File: config.mk
export PLATFORM = sky130hd
export DESIGN_NAME = oag_core
export DESIGN_NICKNAME = d
export VERILOG_FILES = /design/src/core/oag_pkg.sv /design/src/core/oag_ea_unit.sv /design/src/core/oag_core.sv
export SDC_FILE = /design/constraint.sdc
export NUM_CORES = 1
export LEC_CHECK = 0
export ABC_AREA = 1
export BUFFER_PORTS_ARGS = -buffer_cell sky130_fd_sc_hd__buf_2
export CORE_UTILIZATION = 55
export CTS_CLUSTER_DIAMETER = 40
export DETAILED_ROUTE_END_ITERATION = 12
export PLACE_DENSITY = 0.74
export SYNTH_ARGS = -nofsm -noshare
export SYNTH_HDL_FRONTEND = slang
export SYNTH_SLANG_ARGS = --single-unit
export TNS_END_PERCENT = 30
File: constraint.sdc
create_clock -name sys_clk -period 5.1 [get_ports sys_clk]
set_input_delay 0.255 -clock sys_clk [delete_from_list [all_inputs] [get_ports sys_clk]]
set_output_delay 0.255 -clock sys_clk [all_outputs]
set_load 0.01 [all_outputs]
File: src/core/oag_pkg.sv
// Constants, encodings and state type for the operand address generator.
package oag_pkg;
    localparam logic [15:0] RESET_PC     = 16'h0000;
    localparam logic [15:0] RESET_WP     = 16'h0080;
    localparam logic [15:0] WORD_STEP    = 16'h0002;
    localparam logic [15:0] BYTE_STEP    = 16'h0001;
    localparam logic [15:0] LINK_OFFSET  = 16'h0016;
    localparam logic [3:0]  LINK_REG     = 4'hb;
    // Operand address modes.
    localparam logic [1:0]  MODE_REG     = 2'h0;
    localparam logic [1:0]  MODE_IND     = 2'h1;
    localparam logic [1:0]  MODE_SYM     = 2'h2;
    localparam logic [1:0]  MODE_AUTO    = 2'h3;
    // Major opcodes in instruction bits 15:12.
    localparam logic [3:0]  OP_SINGLE    = 4'h0;
    localparam logic [3:0]  OP_JUMP      = 4'h1;
    localparam logic [3:0]  OP_SET_ZEROS = 4'h4;
    localparam logic [3:0]  OP_SUB_BYTE  = 4'h5;
    localparam logic [3:0]  OP_CMP_BYTE  = 4'h6;
    localparam logic [3:0]  OP_ADD       = 4'h7;
    localparam logic [3:0]  OP_MOVE      = 4'h8;
    // Single operand sub-codes in bits 11:8.
    localparam logic [3:0]  SUB_LINK     = 4'h0;
    localparam logic [3:0]  SUB_DECR     = 4'h1;
    localparam logic [3:0]  SUB_ZERO     = 4'h2;
    // Jump conditions in bits 11:8.
    localparam logic [3:0]  JC_ALWAYS    = 4'h0;
    localparam logic [3:0]  JC_NE        = 4'h1;
    localparam logic [3:0]  JC_ODD       = 4'h2;
    localparam logic [3:0]  JC_CARRY     = 4'h3;
    typedef enum logic [3:0] {
        S_FETCH  = 4'h0,
        S_DECODE = 4'h1,
        S_START  = 4'h3,
        S_EXT    = 4'h2,
        S_REG    = 4'h6,
        S_ADDR   = 4'h7,
        S_OPRD   = 4'h5,
        S_INC    = 4'h4,
        S_WRITE  = 4'hc,
        S_DINC   = 4'hd,
        S_LINK   = 4'hf
    } oag_state_type;
endpackage

File: src/core/oag_ea_unit.sv
// Effective address, register address, increment and jump target arithmetic.
`timescale 1ns/10ps
module oag_ea_unit (
    input  wire logic [1:0]  mode,
    input  wire logic [3:0]  rnum,
    input  wire logic        is_byte,
    input  wire logic [15:0] wp,
    input  wire logic [15:0] rv,
    input  wire logic [15:0] ext,
    input  wire logic [15:0] pc,
    input  wire logic [7:0]  disp,
    output logic      [15:0] ea,
    output logic      [15:0] reg_addr,
    output logic      [15:0] inc_val,
    output logic      [15:0] jump_target
);
    always_comb begin
        reg_addr    = {wp[15:1], 1'b0} + {11'h000, rnum, 1'b0};
        inc_val     = rv + (is_byte ? oag_pkg::BYTE_STEP
                                    : oag_pkg::WORD_STEP);
        jump_target = pc + {{7{disp[7]}}, disp, 1'b0};
        if (mode == oag_pkg::MODE_REG) begin
            ea = reg_addr;
        end else if (mode == oag_pkg::MODE_SYM) begin
            ea = ext + ((rnum != 4'h0) ? rv : 16'h0000);
        end else begin
            ea = rv;
        end
    end
endmodule

File: src/core/oag_core.sv
// Instruction sequencer with operand address generation over a memory port.
`timescale 1ns/10ps
module oag_core (
    input  wire logic        sys_clk,
    input  wire logic        rst,
    input  wire logic        wp_set,
    input  wire logic [15:0] wp_data,
    output logic             mem_req,
    output logic             mem_we,
    output logic      [15:0] mem_addr,
    output logic      [15:0] mem_wdata,
    output logic      [1:0]  mem_be,
    input  wire logic        mem_ack,
    input  wire logic [15:0] mem_rdata,
    output logic      [15:0] pc,
    output logic      [15:0] wp,
    output logic             status_eq,
    output logic             status_carry,
    output logic             status_odd
);
    oag_pkg::oag_state_type state_reg, state_next;
    logic [15:0] pc_reg, pc_next, wp_reg, wp_next, ir_reg, ir_next;
    logic [15:0] ext_reg, ext_next, rv_reg, rv_next, ea_reg, ea_next;
    logic [15:0] src_reg, src_next, dst_reg, dst_next;
    logic        phase_reg, phase_next;
    logic        eq_reg, eq_next, cy_reg, cy_next, odd_reg, odd_next;
    logic [3:0]  opc, sub, rnum;
    logic [1:0]  mode;
    logic        single, is_byte, use_dst, taken, known;
    logic [15:0] ea_calc, reg_addr, inc_val, jtarget, res, byte_in;
    logic [16:0] wide;
    logic        res_cy;

    assign opc     = ir_reg[15:12];
    assign sub     = ir_reg[11:8];
    assign single  = (opc == oag_pkg::OP_SINGLE);
    assign is_byte = (opc == oag_pkg::OP_SUB_BYTE) ||
                     (opc == oag_pkg::OP_CMP_BYTE);
    assign use_dst = phase_reg && !single;
    assign mode    = use_dst ? ir_reg[11:10] : ir_reg[5:4];
    assign rnum    = use_dst ? ir_reg[9:6] : ir_reg[3:0];
    assign known   = single ? (sub <= oag_pkg::SUB_ZERO)
                            : (opc >= oag_pkg::OP_SET_ZEROS &&
                               opc <= oag_pkg::OP_MOVE);
    assign byte_in = ea_reg[0] ? {mem_rdata[7:0], 8'h00}
                               : {mem_rdata[15:8], 8'h00};

    oag_ea_unit u_ea (
        .mode        (mode),
        .rnum        (rnum),
        .is_byte     (is_byte),
        .wp          (wp_reg),
        .rv          (rv_reg),
        .ext         (ext_reg),
        .pc          (pc_reg),
        .disp        (ir_reg[7:0]),
        .ea          (ea_calc),
        .reg_addr    (reg_addr),
        .inc_val     (inc_val),
        .jump_target (jtarget)
    );

    // Jump condition decode.
    always_comb begin
        case (sub)
            oag_pkg::JC_ALWAYS: taken = 1'b1;
            oag_pkg::JC_NE:     taken = !eq_reg;
            oag_pkg::JC_ODD:    taken = odd_reg;
            oag_pkg::JC_CARRY:  taken = cy_reg;
            default:            taken = 1'b0;
        endcase
    end

    // Result of the executing instruction; bytes sit in bits 15:8.
    always_comb begin
        wide   = 17'h00000;
        res    = dst_reg;
        res_cy = cy_reg;
        if (single) begin
            if (sub == oag_pkg::SUB_DECR) begin
                res    = dst_reg - 16'h0001;
                res_cy = (dst_reg != 16'h0000);
            end else begin
                res = 16'h0000;
            end
        end else if (opc == oag_pkg::OP_ADD) begin
            wide   = {1'b0, dst_reg} + {1'b0, src_reg};
            res    = wide[15:0];
            res_cy = wide[16];
        end else if (opc == oag_pkg::OP_SET_ZEROS) begin
            res = dst_reg & ~src_reg;
        end else if (opc == oag_pkg::OP_SUB_BYTE) begin
            res    = dst_reg - src_reg;
            res_cy = (dst_reg >= src_reg);
        end else if (opc == oag_pkg::OP_MOVE) begin
            res = src_reg;
        end
    end

    // Memory port requests follow the state.
    always_comb begin
        mem_req   = 1'b0;
        mem_we    = 1'b0;
        mem_addr  = {pc_reg[15:1], 1'b0};
        mem_wdata = 16'h0000;
        mem_be    = 2'b11;
        case (state_reg)
            oag_pkg::S_FETCH, oag_pkg::S_EXT: begin
                mem_req = 1'b1;
            end
            oag_pkg::S_REG: begin
                mem_req  = 1'b1;
                mem_addr = reg_addr;
            end
            oag_pkg::S_OPRD, oag_pkg::S_WRITE: begin
                mem_req  = 1'b1;
                mem_we   = (state_reg == oag_pkg::S_WRITE);
                mem_addr = {ea_reg[15:1], 1'b0};
                if (is_byte) begin
                    mem_be    = ea_reg[0] ? 2'b01 : 2'b10;
                    mem_wdata = {res[15:8], res[15:8]};
                end else begin
                    mem_wdata = res;
                end
            end
            oag_pkg::S_INC, oag_pkg::S_DINC: begin
                mem_req   = 1'b1;
                mem_we    = 1'b1;
                mem_addr  = reg_addr;
                mem_wdata = inc_val;
            end
            oag_pkg::S_LINK: begin
                mem_req   = 1'b1;
                mem_we    = 1'b1;
                mem_addr  = {wp_reg[15:1], 1'b0}
                            + oag_pkg::LINK_OFFSET;
                mem_wdata = pc_reg;
            end
            default: begin
                mem_req = 1'b0;
            end
        endcase
    end

    // Sequencer next state.
    always_comb begin
        state_next = state_reg;
        pc_next    = pc_reg;
        wp_next    = wp_set ? wp_data : wp_reg;
        ir_next    = ir_reg;
        ext_next   = ext_reg;
        rv_next    = rv_reg;
        ea_next    = ea_reg;
        src_next   = src_reg;
        dst_next   = dst_reg;
        phase_next = phase_reg;
        eq_next    = eq_reg;
        cy_next    = cy_reg;
        odd_next   = odd_reg;
        case (state_reg)
            oag_pkg::S_FETCH: begin
                if (mem_ack) begin
                    ir_next    = mem_rdata;
                    pc_next    = pc_reg + oag_pkg::WORD_STEP;
                    state_next = oag_pkg::S_DECODE;
                end
            end
            oag_pkg::S_DECODE: begin
                phase_next = single;
                if (opc == oag_pkg::OP_JUMP) begin
                    if (taken) begin
                        pc_next = jtarget;
                    end
                    state_next = oag_pkg::S_FETCH;
                end else if (known) begin
                    state_next = oag_pkg::S_START;
                end else begin
                    state_next = oag_pkg::S_FETCH;
                end
            end
            oag_pkg::S_START: begin
                if (mode == oag_pkg::MODE_SYM) begin
                    state_next = oag_pkg::S_EXT;
                end else if (mode == oag_pkg::MODE_REG) begin
                    state_next = oag_pkg::S_ADDR;
                end else begin
                    state_next = oag_pkg::S_REG;
                end
            end
            oag_pkg::S_EXT: begin
                if (mem_ack) begin
                    ext_next   = mem_rdata;
                    pc_next    = pc_reg + oag_pkg::WORD_STEP;
                    state_next = (rnum != 4'h0) ? oag_pkg::S_REG
                                                : oag_pkg::S_ADDR;
                end
            end
            oag_pkg::S_REG: begin
                if (mem_ack) begin
                    rv_next    = mem_rdata;
                    state_next = oag_pkg::S_ADDR;
                end
            end
            oag_pkg::S_ADDR: begin
                ea_next    = ea_calc;
                state_next = (single && sub == oag_pkg::SUB_LINK)
                             ? oag_pkg::S_LINK : oag_pkg::S_OPRD;
            end
            oag_pkg::S_OPRD: begin
                if (mem_ack) begin
                    if (!phase_reg) begin
                        // Source fields stay selected until INC steps them.
                        src_next   = is_byte ? byte_in : mem_rdata;
                        phase_next = (mode != oag_pkg::MODE_AUTO);
                        state_next = (mode == oag_pkg::MODE_AUTO)
                                     ? oag_pkg::S_INC : oag_pkg::S_START;
                    end else if (opc == oag_pkg::OP_CMP_BYTE) begin
                        eq_next    = (byte_in == src_reg);
                        odd_next   = ^src_reg[15:8];
                        state_next = (mode == oag_pkg::MODE_AUTO)
                                     ? oag_pkg::S_DINC : oag_pkg::S_FETCH;
                    end else begin
                        dst_next   = is_byte ? byte_in : mem_rdata;
                        state_next = oag_pkg::S_WRITE;
                    end
                end
            end
            oag_pkg::S_INC: begin
                if (mem_ack) begin
                    phase_next = 1'b1;
                    state_next = oag_pkg::S_START;
                end
            end
            oag_pkg::S_WRITE: begin
                if (mem_ack) begin
                    eq_next    = is_byte ? (res[15:8] == 8'h00)
                                         : (res == 16'h0000);
                    odd_next   = is_byte ? ^res[15:8] : odd_reg;
                    cy_next    = res_cy;
                    state_next = (mode == oag_pkg::MODE_AUTO)
                                 ? oag_pkg::S_DINC : oag_pkg::S_FETCH;
                end
            end
            oag_pkg::S_LINK: begin
                if (mem_ack) begin
                    pc_next    = ea_reg;
                    state_next = (mode == oag_pkg::MODE_AUTO)
                                 ? oag_pkg::S_DINC : oag_pkg::S_FETCH;
                end
            end
            oag_pkg::S_DINC: begin
                if (mem_ack) begin
                    state_next = oag_pkg::S_FETCH;
                end
            end
            default: begin
                state_next = oag_pkg::S_FETCH;
            end
        endcase
    end

    always_ff @(posedge sys_clk or posedge rst) begin
        if (rst) begin
            state_reg <= oag_pkg::S_FETCH;
            pc_reg    <= oag_pkg::RESET_PC;
            wp_reg    <= oag_pkg::RESET_WP;
            ir_reg    <= 16'h0000;
            ext_reg   <= 16'h0000;
            rv_reg    <= 16'h0000;
            ea_reg    <= 16'h0000;
            src_reg   <= 16'h0000;
            dst_reg   <= 16'h0000;
            phase_reg <= 1'b0;
            eq_reg    <= 1'b0;
            cy_reg    <= 1'b0;
            odd_reg   <= 1'b0;
        end else begin
            state_reg <= state_next;
            pc_reg    <= pc_next;
            wp_reg    <= wp_next;
            ir_reg    <= ir_next;
            ext_reg   <= ext_next;
            rv_reg    <= rv_next;
            ea_reg    <= ea_next;
            src_reg   <= src_next;
            dst_reg   <= dst_next;
            phase_reg <= phase_next;
            eq_reg    <= eq_next;
            cy_reg    <= cy_next;
            odd_reg   <= odd_next;
        end
    end

    assign pc           = pc_reg;
    assign wp           = wp_reg;
    assign status_eq    = eq_reg;
    assign status_carry = cy_reg;
    assign status_odd   = odd_reg;
endmodule

==> reports/qor.tcl, run 1 <==
set qor(antenna_cells_inserted) 0
set qor(timing.critical_path.required_ns) 4.85
set qor(synth.ff_latch_count) 136
set qor(post_synth_main_area_contributors) {sky130_fd_sc_hd__dfrtp_1, sky130_fd_sc_hd__nand2_1, sky130_fd_sc_hd__o21ai_0, sky130_fd_sc_hd__inv_1, sky130_fd_sc_hd__ha_1}
set qor(final_max_slew_viol_count) 0
set qor(synth.most_common_cell) {sky130_fd_sc_hd__nand2_1}
set qor(final_report_setup_violation_count) 0
set qor(areaGrowthSynthToFinish_pct) 10.13
set qor(tns_ns) 0
set qor(worst-path-max-fanout) 19
set qor(cts-buffers-inserted) 17
set qor(crit_type) {reg -> out}
set qor(arrival_ns) 4.20
set qor(synth-async-reset-ratio) 1.000
set qor(power.total_mw) 10.93
set qor(netlist_area_um2) 12540
set qor(fp.coreArea_um2) 22090
set qor(worstReg2RegStart) {ir_reg[15]$_DFFE_PP0P_}
set qor(synth_cells) 1965
set qor(slew-limit-headroom) 0.2945
set qor(cp-end-kind) {output pin}
set qor(final-hold-violation-count) 17
set qor(layout-drive-gt1-share) 0.1008
set qor(grt_max_degree) 90
set qor(drtPass1Iterations) 6
set qor(violations_in_the_final_reports) {hold timing}
set qor(synth.lib_cells_used.distinct) 57
set qor(num_ports) 107
set qor(h-tree-depth) 4
set qor(cts-root-to-sink-buffers) 2
set qor(dr.first_iter.drc_count) 1851
set qor(finalWirelength_mm) 45.85
set qor(clock.fmax_ghz) 0.2243
set qor(row_count) 54
set qor(synthesis.area_per_instance_um2) 6.380
set qor(port_buffers) 105
set qor(max_slew.worst_pin.slew_ns) 1.056
set qor(die_y_um) 153.0
set qor(clk_pin_slew_worst_paths_ns) 0.06
set qor(synth_top_area_share) 0.2695
set qor(grt_pass1_wl_mm) 71.57
set qor(period_needed_ns) 4.458
set qor(clk_root_buffer_cell) {sky130_fd_sc_hd__clkbuf_16}
set qor(synthesis.nets) 2083
set qor(synth-main-ff-cell) {sky130_fd_sc_hd__dfrtp_1}
set qor(synth_edf_count) 0
set qor(rr_worst_depth) 21
set qor(routedWlPerCell_um) 19.65
set qor(worst_ir_drop_vdd_mv) 0.2998
set qor(vias) 13990
set qor(post_route_fraction_of_the_period_consumed_by_the_critical_path) 0.8741
set qor(tritoncts) {done}
set qor(reg2reg_to) {ea_reg[13]$_DFFE_PP0P_}
set qor(worstSkewPairLatency_ns) 0.43
set qor(design.die.area_um2) 23400
set qor(tritoncts_num_sinks) 136
set qor(via_per_inst) 5.995
set qor(post-synth-top-area-cell) {sky130_fd_sc_hd__dfrtp_1}
set qor(nNetsFinal) 2159
set qor(cellPowerDensity_nw_per_um2) 791.6
set qor(route.antenna.remaining_nets) 0
set qor(setup_fix_buffers_added_after_clock_tree_synthesis) 0
set qor(gp_congestion) 0.9720
set qor(floorplan.initialDensity) 0.5674
set qor(reg2reg_setup_slack_ns) 1.03
set qor(drc) 0
set qor(worst_setup_path_start_kind) {flop}
set qor(cts_resized) 0
set qor(antenna_violations_before_repair) 1
set qor(dpl.hpwl_mm) 35.73
set qor(ctsHoldBuffers) 0
set qor(unrepaired_setup_endpoints_after_global_routing) {false}
set qor(synth_commonest_cells) {sky130_fd_sc_hd__nand2_1, sky130_fd_sc_hd__inv_1, sky130_fd_sc_hd__o21ai_0, sky130_fd_sc_hd__nor2_1, sky130_fd_sc_hd__nand3_1}
set qor(overflow) 0
set qor(ys.warnings.count) 0
set qor(status) {finished, violations left}
set qor(finClkSkew_ns) 0.01111
set qor(whs_ns) -0.04587
set qor(cellLeakagePower_nw) 7.051
set qor(synth_sequential_area_ratio) 0.2716
set qor(die_width_um) 153.0
set qor(worstHoldPathType) {in -> async}
set qor(grt_pass1_vias) 12750
set qor(gr-usage-all-layers) 0.3966
set qor(cap_violations) 0
==> stage by stage <==
step	util	cells	worst slack [ns]	hold slack, ns	area, um2
after floorplan	-	1965	1.207	0.3707	12540
after detailed placement	0.5990	2302	1.159	0.4651	13240
after global placement	0.5990	2302	1.286	0.4571	13240
after global routing	0.6249	2333	0.3734	0.03900	13810
after CTS	0.6249	2333	0.7825	0.01361	13810
final	0.6249	2333	0.6420	-0.04587	13810
==> per-layer routing <==
| layer | wire length [um] | vias up | global-route usage |
|---|---|---|---|
| li1 | - | 6574 | - |
| met1 | 19900 | 6463 | 0.5809 |
| met2 | 19130 | 859 | 0.5775 |
| met3 | 5662 | 90 | 0.08534 |
| met4 | 1158 | 0 | 0.1270 |
| met5 | 0 | - | 0 |
==> final cells by class <==
| cell class | count | area (um2) |
|---|---|---|
| Multi-Input combinational cell | 1486 | 7799 |
| Timing Repair Buffer | 116 | 608.1 |
| Tap cell | 280 | 350.3 |
| Clock buffer | 19 | 442.9 |
| Inverter | 284 | 1074 |
| Fill cell | 2174 | 8288 |
| Clock inverter | 12 | 127.6 |
| Sequential cell | 136 | 3405 |
==> kinds of logic after synthesis <==
| logic type | count (synthesis) | share of synthesized area |
|---|---|---|
| xor gates and xnor gates | 47 | 0.03284 |
| other | 1 | 0.0002991 |
| adders and majority gates | 82 | 0.08544 |
| muxes | 1 | 0.0008982 |
| AOI/OAI and AO/OA | 428 | 0.1893 |
| buffers and inverters | 343 | 0.1067 |
| DFF | 136 | 0.2716 |
| and+or+nand+nor | 927 | 0.3129 |
==> layout by cell type (no fill, tap or decap), drive strengths merged, types with 2 or more instances in the layout <==
cell type / netlist / routed
a32oi: 6 / 6
ha: 76 / 76
bufinv: 0 / 2
o31ai: 2 / 2
or2: 18 / 18
clkinvlp: 0 / 4
clkinv: 1 / 6
o21ai: 235 / 235
o211ai: 16 / 16
o2111ai: 13 / 13
nand4: 22 / 22
clkbuf: 40 / 19
nor2: 171 / 171
o22ai: 6 / 6
nor4: 9 / 9
buf: 19 / 116
a211oi: 2 / 2
o21bai: 4 / 4
dfrtp: 135 / 135
inv: 283 / 284
xnor2: 11 / 11
a22oi: 4 / 4
a21oi: 113 / 113
o21a: 6 / 6
nand2: 533 / 533
nor3: 25 / 25
nand3b: 2 / 2
a21o: 4 / 4
xor2: 36 / 36
nand3: 144 / 144
fa: 6 / 6
a31oi: 9 / 9
a221oi: 2 / 2
==> how the worst max path moves through the flow <==
| stage | startpoint | end | slack, ns | depth (start not counted) |
|---|---|---|---|---|
| 2_1_floorplan | rst | dst_reg[0]$_DFFE_PP0P_ | 1.21 | 1 |
| 3_3_place_gp | ir_reg[15]$_DFFE_PP0P_ | ea_reg[15]$_DFFE_PP0P_ | 1.29 | 21 |
| 3_5_place_dp | ir_reg[15]$_DFFE_PP0P_ | ea_reg[13]$_DFFE_PP0P_ | 1.16 | 21 |
| 4_1_cts | ir_reg[15]$_DFFE_PP0P_ | mem_addr[12] | 0.78 | 16 |
| 5_1_grt | ir_reg[15]$_DFFE_PP0P_ | mem_addr[12] | 0.37 | 16 |
| 6_report | ir_reg[15]$_DFFE_PP0P_ | mem_addr[12] | 0.64 | 16 |
==> critical path, cell delays in order, from the launching register on <==
cell                        delay, ns
sky130_fd_sc_hd__dfrtp_1         0.45
sky130_fd_sc_hd__nor2_1          0.26
sky130_fd_sc_hd__nand2_4         0.21
sky130_fd_sc_hd__nand2_1         0.41
sky130_fd_sc_hd__o21ai_1         0.16
sky130_fd_sc_hd__ha_1            0.38
sky130_fd_sc_hd__nand3_1         0.09
sky130_fd_sc_hd__nand2_1         0.15
sky130_fd_sc_hd__nand2_1         0.07
sky130_fd_sc_hd__a21oi_1         0.37
sky130_fd_sc_hd__nand3_1         0.21
sky130_fd_sc_hd__nor2_1          0.22
sky130_fd_sc_hd__nand2_1         0.11
sky130_fd_sc_hd__xor2_1          0.33
sky130_fd_sc_hd__nand2_1         0.09
sky130_fd_sc_hd__o2111ai_1       0.09
sky130_fd_sc_hd__buf_2           0.16
==> power by group <==
group / internal [mW] / switching, mW
sequential: 1.55 / 0.678
clock: 0.728 / 0.503
combinational: 2.47 / 5.00
total: 4.75 / 6.18
No activity file was read; power rests on OpenSTA's default activity.
==> inputs of run 2 (changes only) <==
GPL_TIMING_DRIVEN = 0   (was not set)
==> reports/qor.tcl, run 2 (synthesis results as in run 1) <==
set qor(status) {complete, no violations}
set qor(arrival_ns) 4.35 ;# +0.15 ns
set qor(cellLeakagePower_nw) 7.195 ;# +2.0%
set qor(final_max_slew_viol_count) 0 ;# unchanged
set qor(nNetsFinal) 2209 ;# +2.3%
set qor(slew-limit-headroom) 0.4428 ;# +0.1484
set qor(cap_violations) 0 ;# unchanged
set qor(clock.fmax_ghz) 0.2172 ;# -3.2%
set qor(final_common_cell) {sky130_fd_sc_hd__nand2_1}
set qor(die_y_um) 153.0 ;# unchanged
set qor(post_route_fraction_of_the_period_consumed_by_the_critical_path) 0.9029 ;# +0.02880
set qor(h-tree-depth) 4 ;# unchanged
set qor(floorplan.initialDensity) 0.5674 ;# unchanged
set qor(placedInstanceArea_um2) 13440 ;# +1.6%
set qor(antenna_violations_before_repair) 2 ;# +1
set qor(port_buffers) 105 ;# unchanged
set qor(power.total_mw) 11.32 ;# +3.6%
set qor(crit_path_start) {ir_reg[14]$_DFFE_PP0P_}
set qor(finClkSkew_ns) 0.01129 ;# +0.0001884 ns
set qor(row_count) 54 ;# unchanged
set qor(reg2reg_to) {ea_reg[11]$_DFFE_PP0P_}
set qor(endpoint) {mem_wdata[12]}
set qor(worst_setup_path_start_kind) {flop}
set qor(cts-root-to-sink-buffers) 2 ;# unchanged
set qor(max_slew.worst_pin.slew_ns) 0.8357 ;# -0.2200 ns
set qor(routedWlPerCell_um) 19.49 ;# -0.84%
set qor(commonest_non_fill_non_tap_cells_in_the_layout) {sky130_fd_sc_hd__nand2_1, sky130_fd_sc_hd__inv_1, sky130_fd_sc_hd__o21ai_0}
set qor(cp-end-kind) {output pin}
set qor(layout-drive-gt1-share) 0.1036 ;# +0.002784
set qor(clk_pin_slew_worst_paths_ns) 0.07 ;# about the same
set qor(rr_worst_depth) 22 ;# +4.8%
set qor(route.antenna.remaining_nets) 0 ;# unchanged
set qor(tritoncts_num_sinks) 136 ;# unchanged
set qor(drtPass1Iterations) 6 ;# unchanged
set qor(vias) 14230 ;# +1.7%
set qor(worstReg2RegStart) {ir_reg[12]$_DFFE_PP0P_}
set qor(cts-buffers-inserted) 17 ;# unchanged
set qor(reg2reg_setup_slack_ns) 0.63 ;# -0.40 ns
set qor(worstHoldPathType) {in -> reg}
set qor(post-route-cell-area_um2) 14130 ;# +2.4%
set qor(gp_congestion) 0.9734 ;# +0.14%
set qor(unrepaired_setup_endpoints_after_global_routing) {false}
set qor(crit_type) {reg -> out}
set qor(fp.coreArea_um2) 22090 ;# unchanged
set qor(worstSkewPairLatency_ns) 0.44 ;# about the same
set qor(cts_resized) 0 ;# unchanged
set qor(num_ports) 107 ;# unchanged
set qor(period_needed_ns) 4.605 ;# +0.1469 ns
set qor(final-hold-violation-count) 0 ;# -17
set qor(final_report_setup_violation_count) 0 ;# unchanged
set qor(via_per_inst) 5.964 ;# -0.52%
set qor(drc) 0 ;# unchanged
set qor(die_width_um) 153.0 ;# unchanged
set qor(overflow) 0 ;# unchanged
set qor(worst-path-max-fanout) 11 ;# -8
set qor(cellPowerDensity_nw_per_um2) 801.3 ;# +1.2%
set qor(gr-usage-all-layers) 0.3992 ;# +0.002678
set qor(whs_ns) 0.02493 ;# +0.07080 ns
set qor(setup_fix_buffers_added_after_clock_tree_synthesis) 0 ;# unchanged
set qor(clk_root_buffer_cell) {sky130_fd_sc_hd__clkbuf_16}
set qor(worst_ir_drop_vdd_mv) 0.3698 ;# +23%
set qor(finalWirelength_mm) 46.50 ;# +1.4%
set qor(areaGrowthSynthToFinish_pct) 12.74
set qor(timing.critical_path.required_ns) 4.85 ;# about the same
set qor(grt_pass1_wl_mm) 71.50 ;# about the same
set qor(dr.first_iter.drc_count) 1983 ;# +7.1%
set qor(dpl.hpwl_mm) 37.16 ;# +4.0%
set qor(tritoncts) {done}
set qor(grt_max_degree) 82 ;# -8.9%
set qor(design.die.area_um2) 23400 ;# unchanged
set qor(grt_pass1_vias) 12650 ;# -0.81%
[run 2: cell count changes in the layout (fill, tap and decap cells not counted), moves of 3 or more]
cell	change
sky130_fd_sc_hd__buf_4	-9
sky130_fd_sc_hd__bufinv_16	+4
sky130_fd_sc_hd__clkbuf_1	+39
sky130_fd_sc_hd__buf_2	+14
sky130_fd_sc_hd__buf_6	+3
[run 2: routing by layer]
metal | GRT usage | routed length (um) | vias to the layer above
met5 | 0 | 32 | -
met4 | 0.08802 | 754 | 2
met3 | 0.1287 | 6613 | 53
met2 | 0.5738 | 19170 | 850
met1 | 0.5786 | 19930 | 6620
li1 | - | - | 6705
[run 2: final cells by class]
| cell class | count | area [um2] |
|---|---|---|
| Antenna cell | 2 | 5.005 |
| Buffer | 59 | 269.0 |
| Clock buffer | 17 | 425.4 |
| Clock inverter | 15 | 247.7 |
| Fill cell | 2110 | 7961 |
| Inverter | 284 | 1074 |
| Multi-Input combinational cell | 1486 | 7794 |
| Sequential cell | 136 | 3405 |
| Tap cell | 280 | 350.3 |
| Timing Repair Buffer | 107 | 563.0 |
[run 2: critical path, cell delays in order, from the launching register on]
cell and delay [ns]:
sky130_fd_sc_hd__dfrtp_1 0.46, sky130_fd_sc_hd__inv_2 0.11, sky130_fd_sc_hd__nor2_2 0.06, sky130_fd_sc_hd__nand3_1 0.30, sky130_fd_sc_hd__inv_2 0.14, sky130_fd_sc_hd__nor2_2 0.57
sky130_fd_sc_hd__inv_2 0.21, sky130_fd_sc_hd__buf_2 0.26, sky130_fd_sc_hd__ha_1 0.24, sky130_fd_sc_hd__fa_1 0.38, sky130_fd_sc_hd__nand2_1 0.10, sky130_fd_sc_hd__nor2_1 0.04
sky130_fd_sc_hd__inv_1 0.07, sky130_fd_sc_hd__nor2_1 0.06, sky130_fd_sc_hd__nand2_1 0.17, sky130_fd_sc_hd__nor2_1 0.06, sky130_fd_sc_hd__inv_1 0.07, sky130_fd_sc_hd__nor2_1 0.06
sky130_fd_sc_hd__inv_1 0.07, sky130_fd_sc_hd__o21ai_0 0.07, sky130_fd_sc_hd__nand3_1 0.08, sky130_fd_sc_hd__nand3_1 0.15, sky130_fd_sc_hd__buf_2 0.18
[run 2: metrics by stage]
stage / cells / setup WS (ns) / util / setup TNS [ns]
2_1_floorplan: 1965 / 1.207 / - / 0
3_3_place_gp: 2350 / -0.3401 / 0.6070 / -43.26
3_5_place_dp: 2351 / 0.8109 / 0.6085 / 0
4_1_cts: 2384 / 0.6371 / 0.6394 / 0
5_1_grt: 2384 / 0.2355 / 0.6394 / 0
6_report: 2386 / 0.4951 / 0.6397 / 0
[run 2: repair_timing]
item,in CTS,in global routing
endpoints found under the hold margin,54,0
hold buffers,1,0
setup endpoints to repair,0,0
[run 2: worst min-delay path by stage]
stage,start,end,slack [ns],cells past startpoint
finish,wp_data[8],wp[8]$_DFFE_PP0P_,0.02,3
global route,wp_data[4],wp[4]$_DFFE_PP0P_,0.03,3
CTS,wp_data[8],wp[8]$_DFFE_PP0P_,0.02,3
detailed placement,rst,phase_reg$_DFFE_PP0P_,0.34,2
global placement,wp_data[15],wp[15]$_DFFE_PP0P_,0.46,3
floorplan,wp_data[7],wp[7]$_DFFE_PP1P_,0.37,2
[run 2: report_power, final]
group | internal (mW) | switching, mW | total (mW)
Combinational | 2.52 | 5.14 | 7.66
Clock | 0.921 | 0.534 | 1.45
Sequential | 1.55 | 0.655 | 2.21
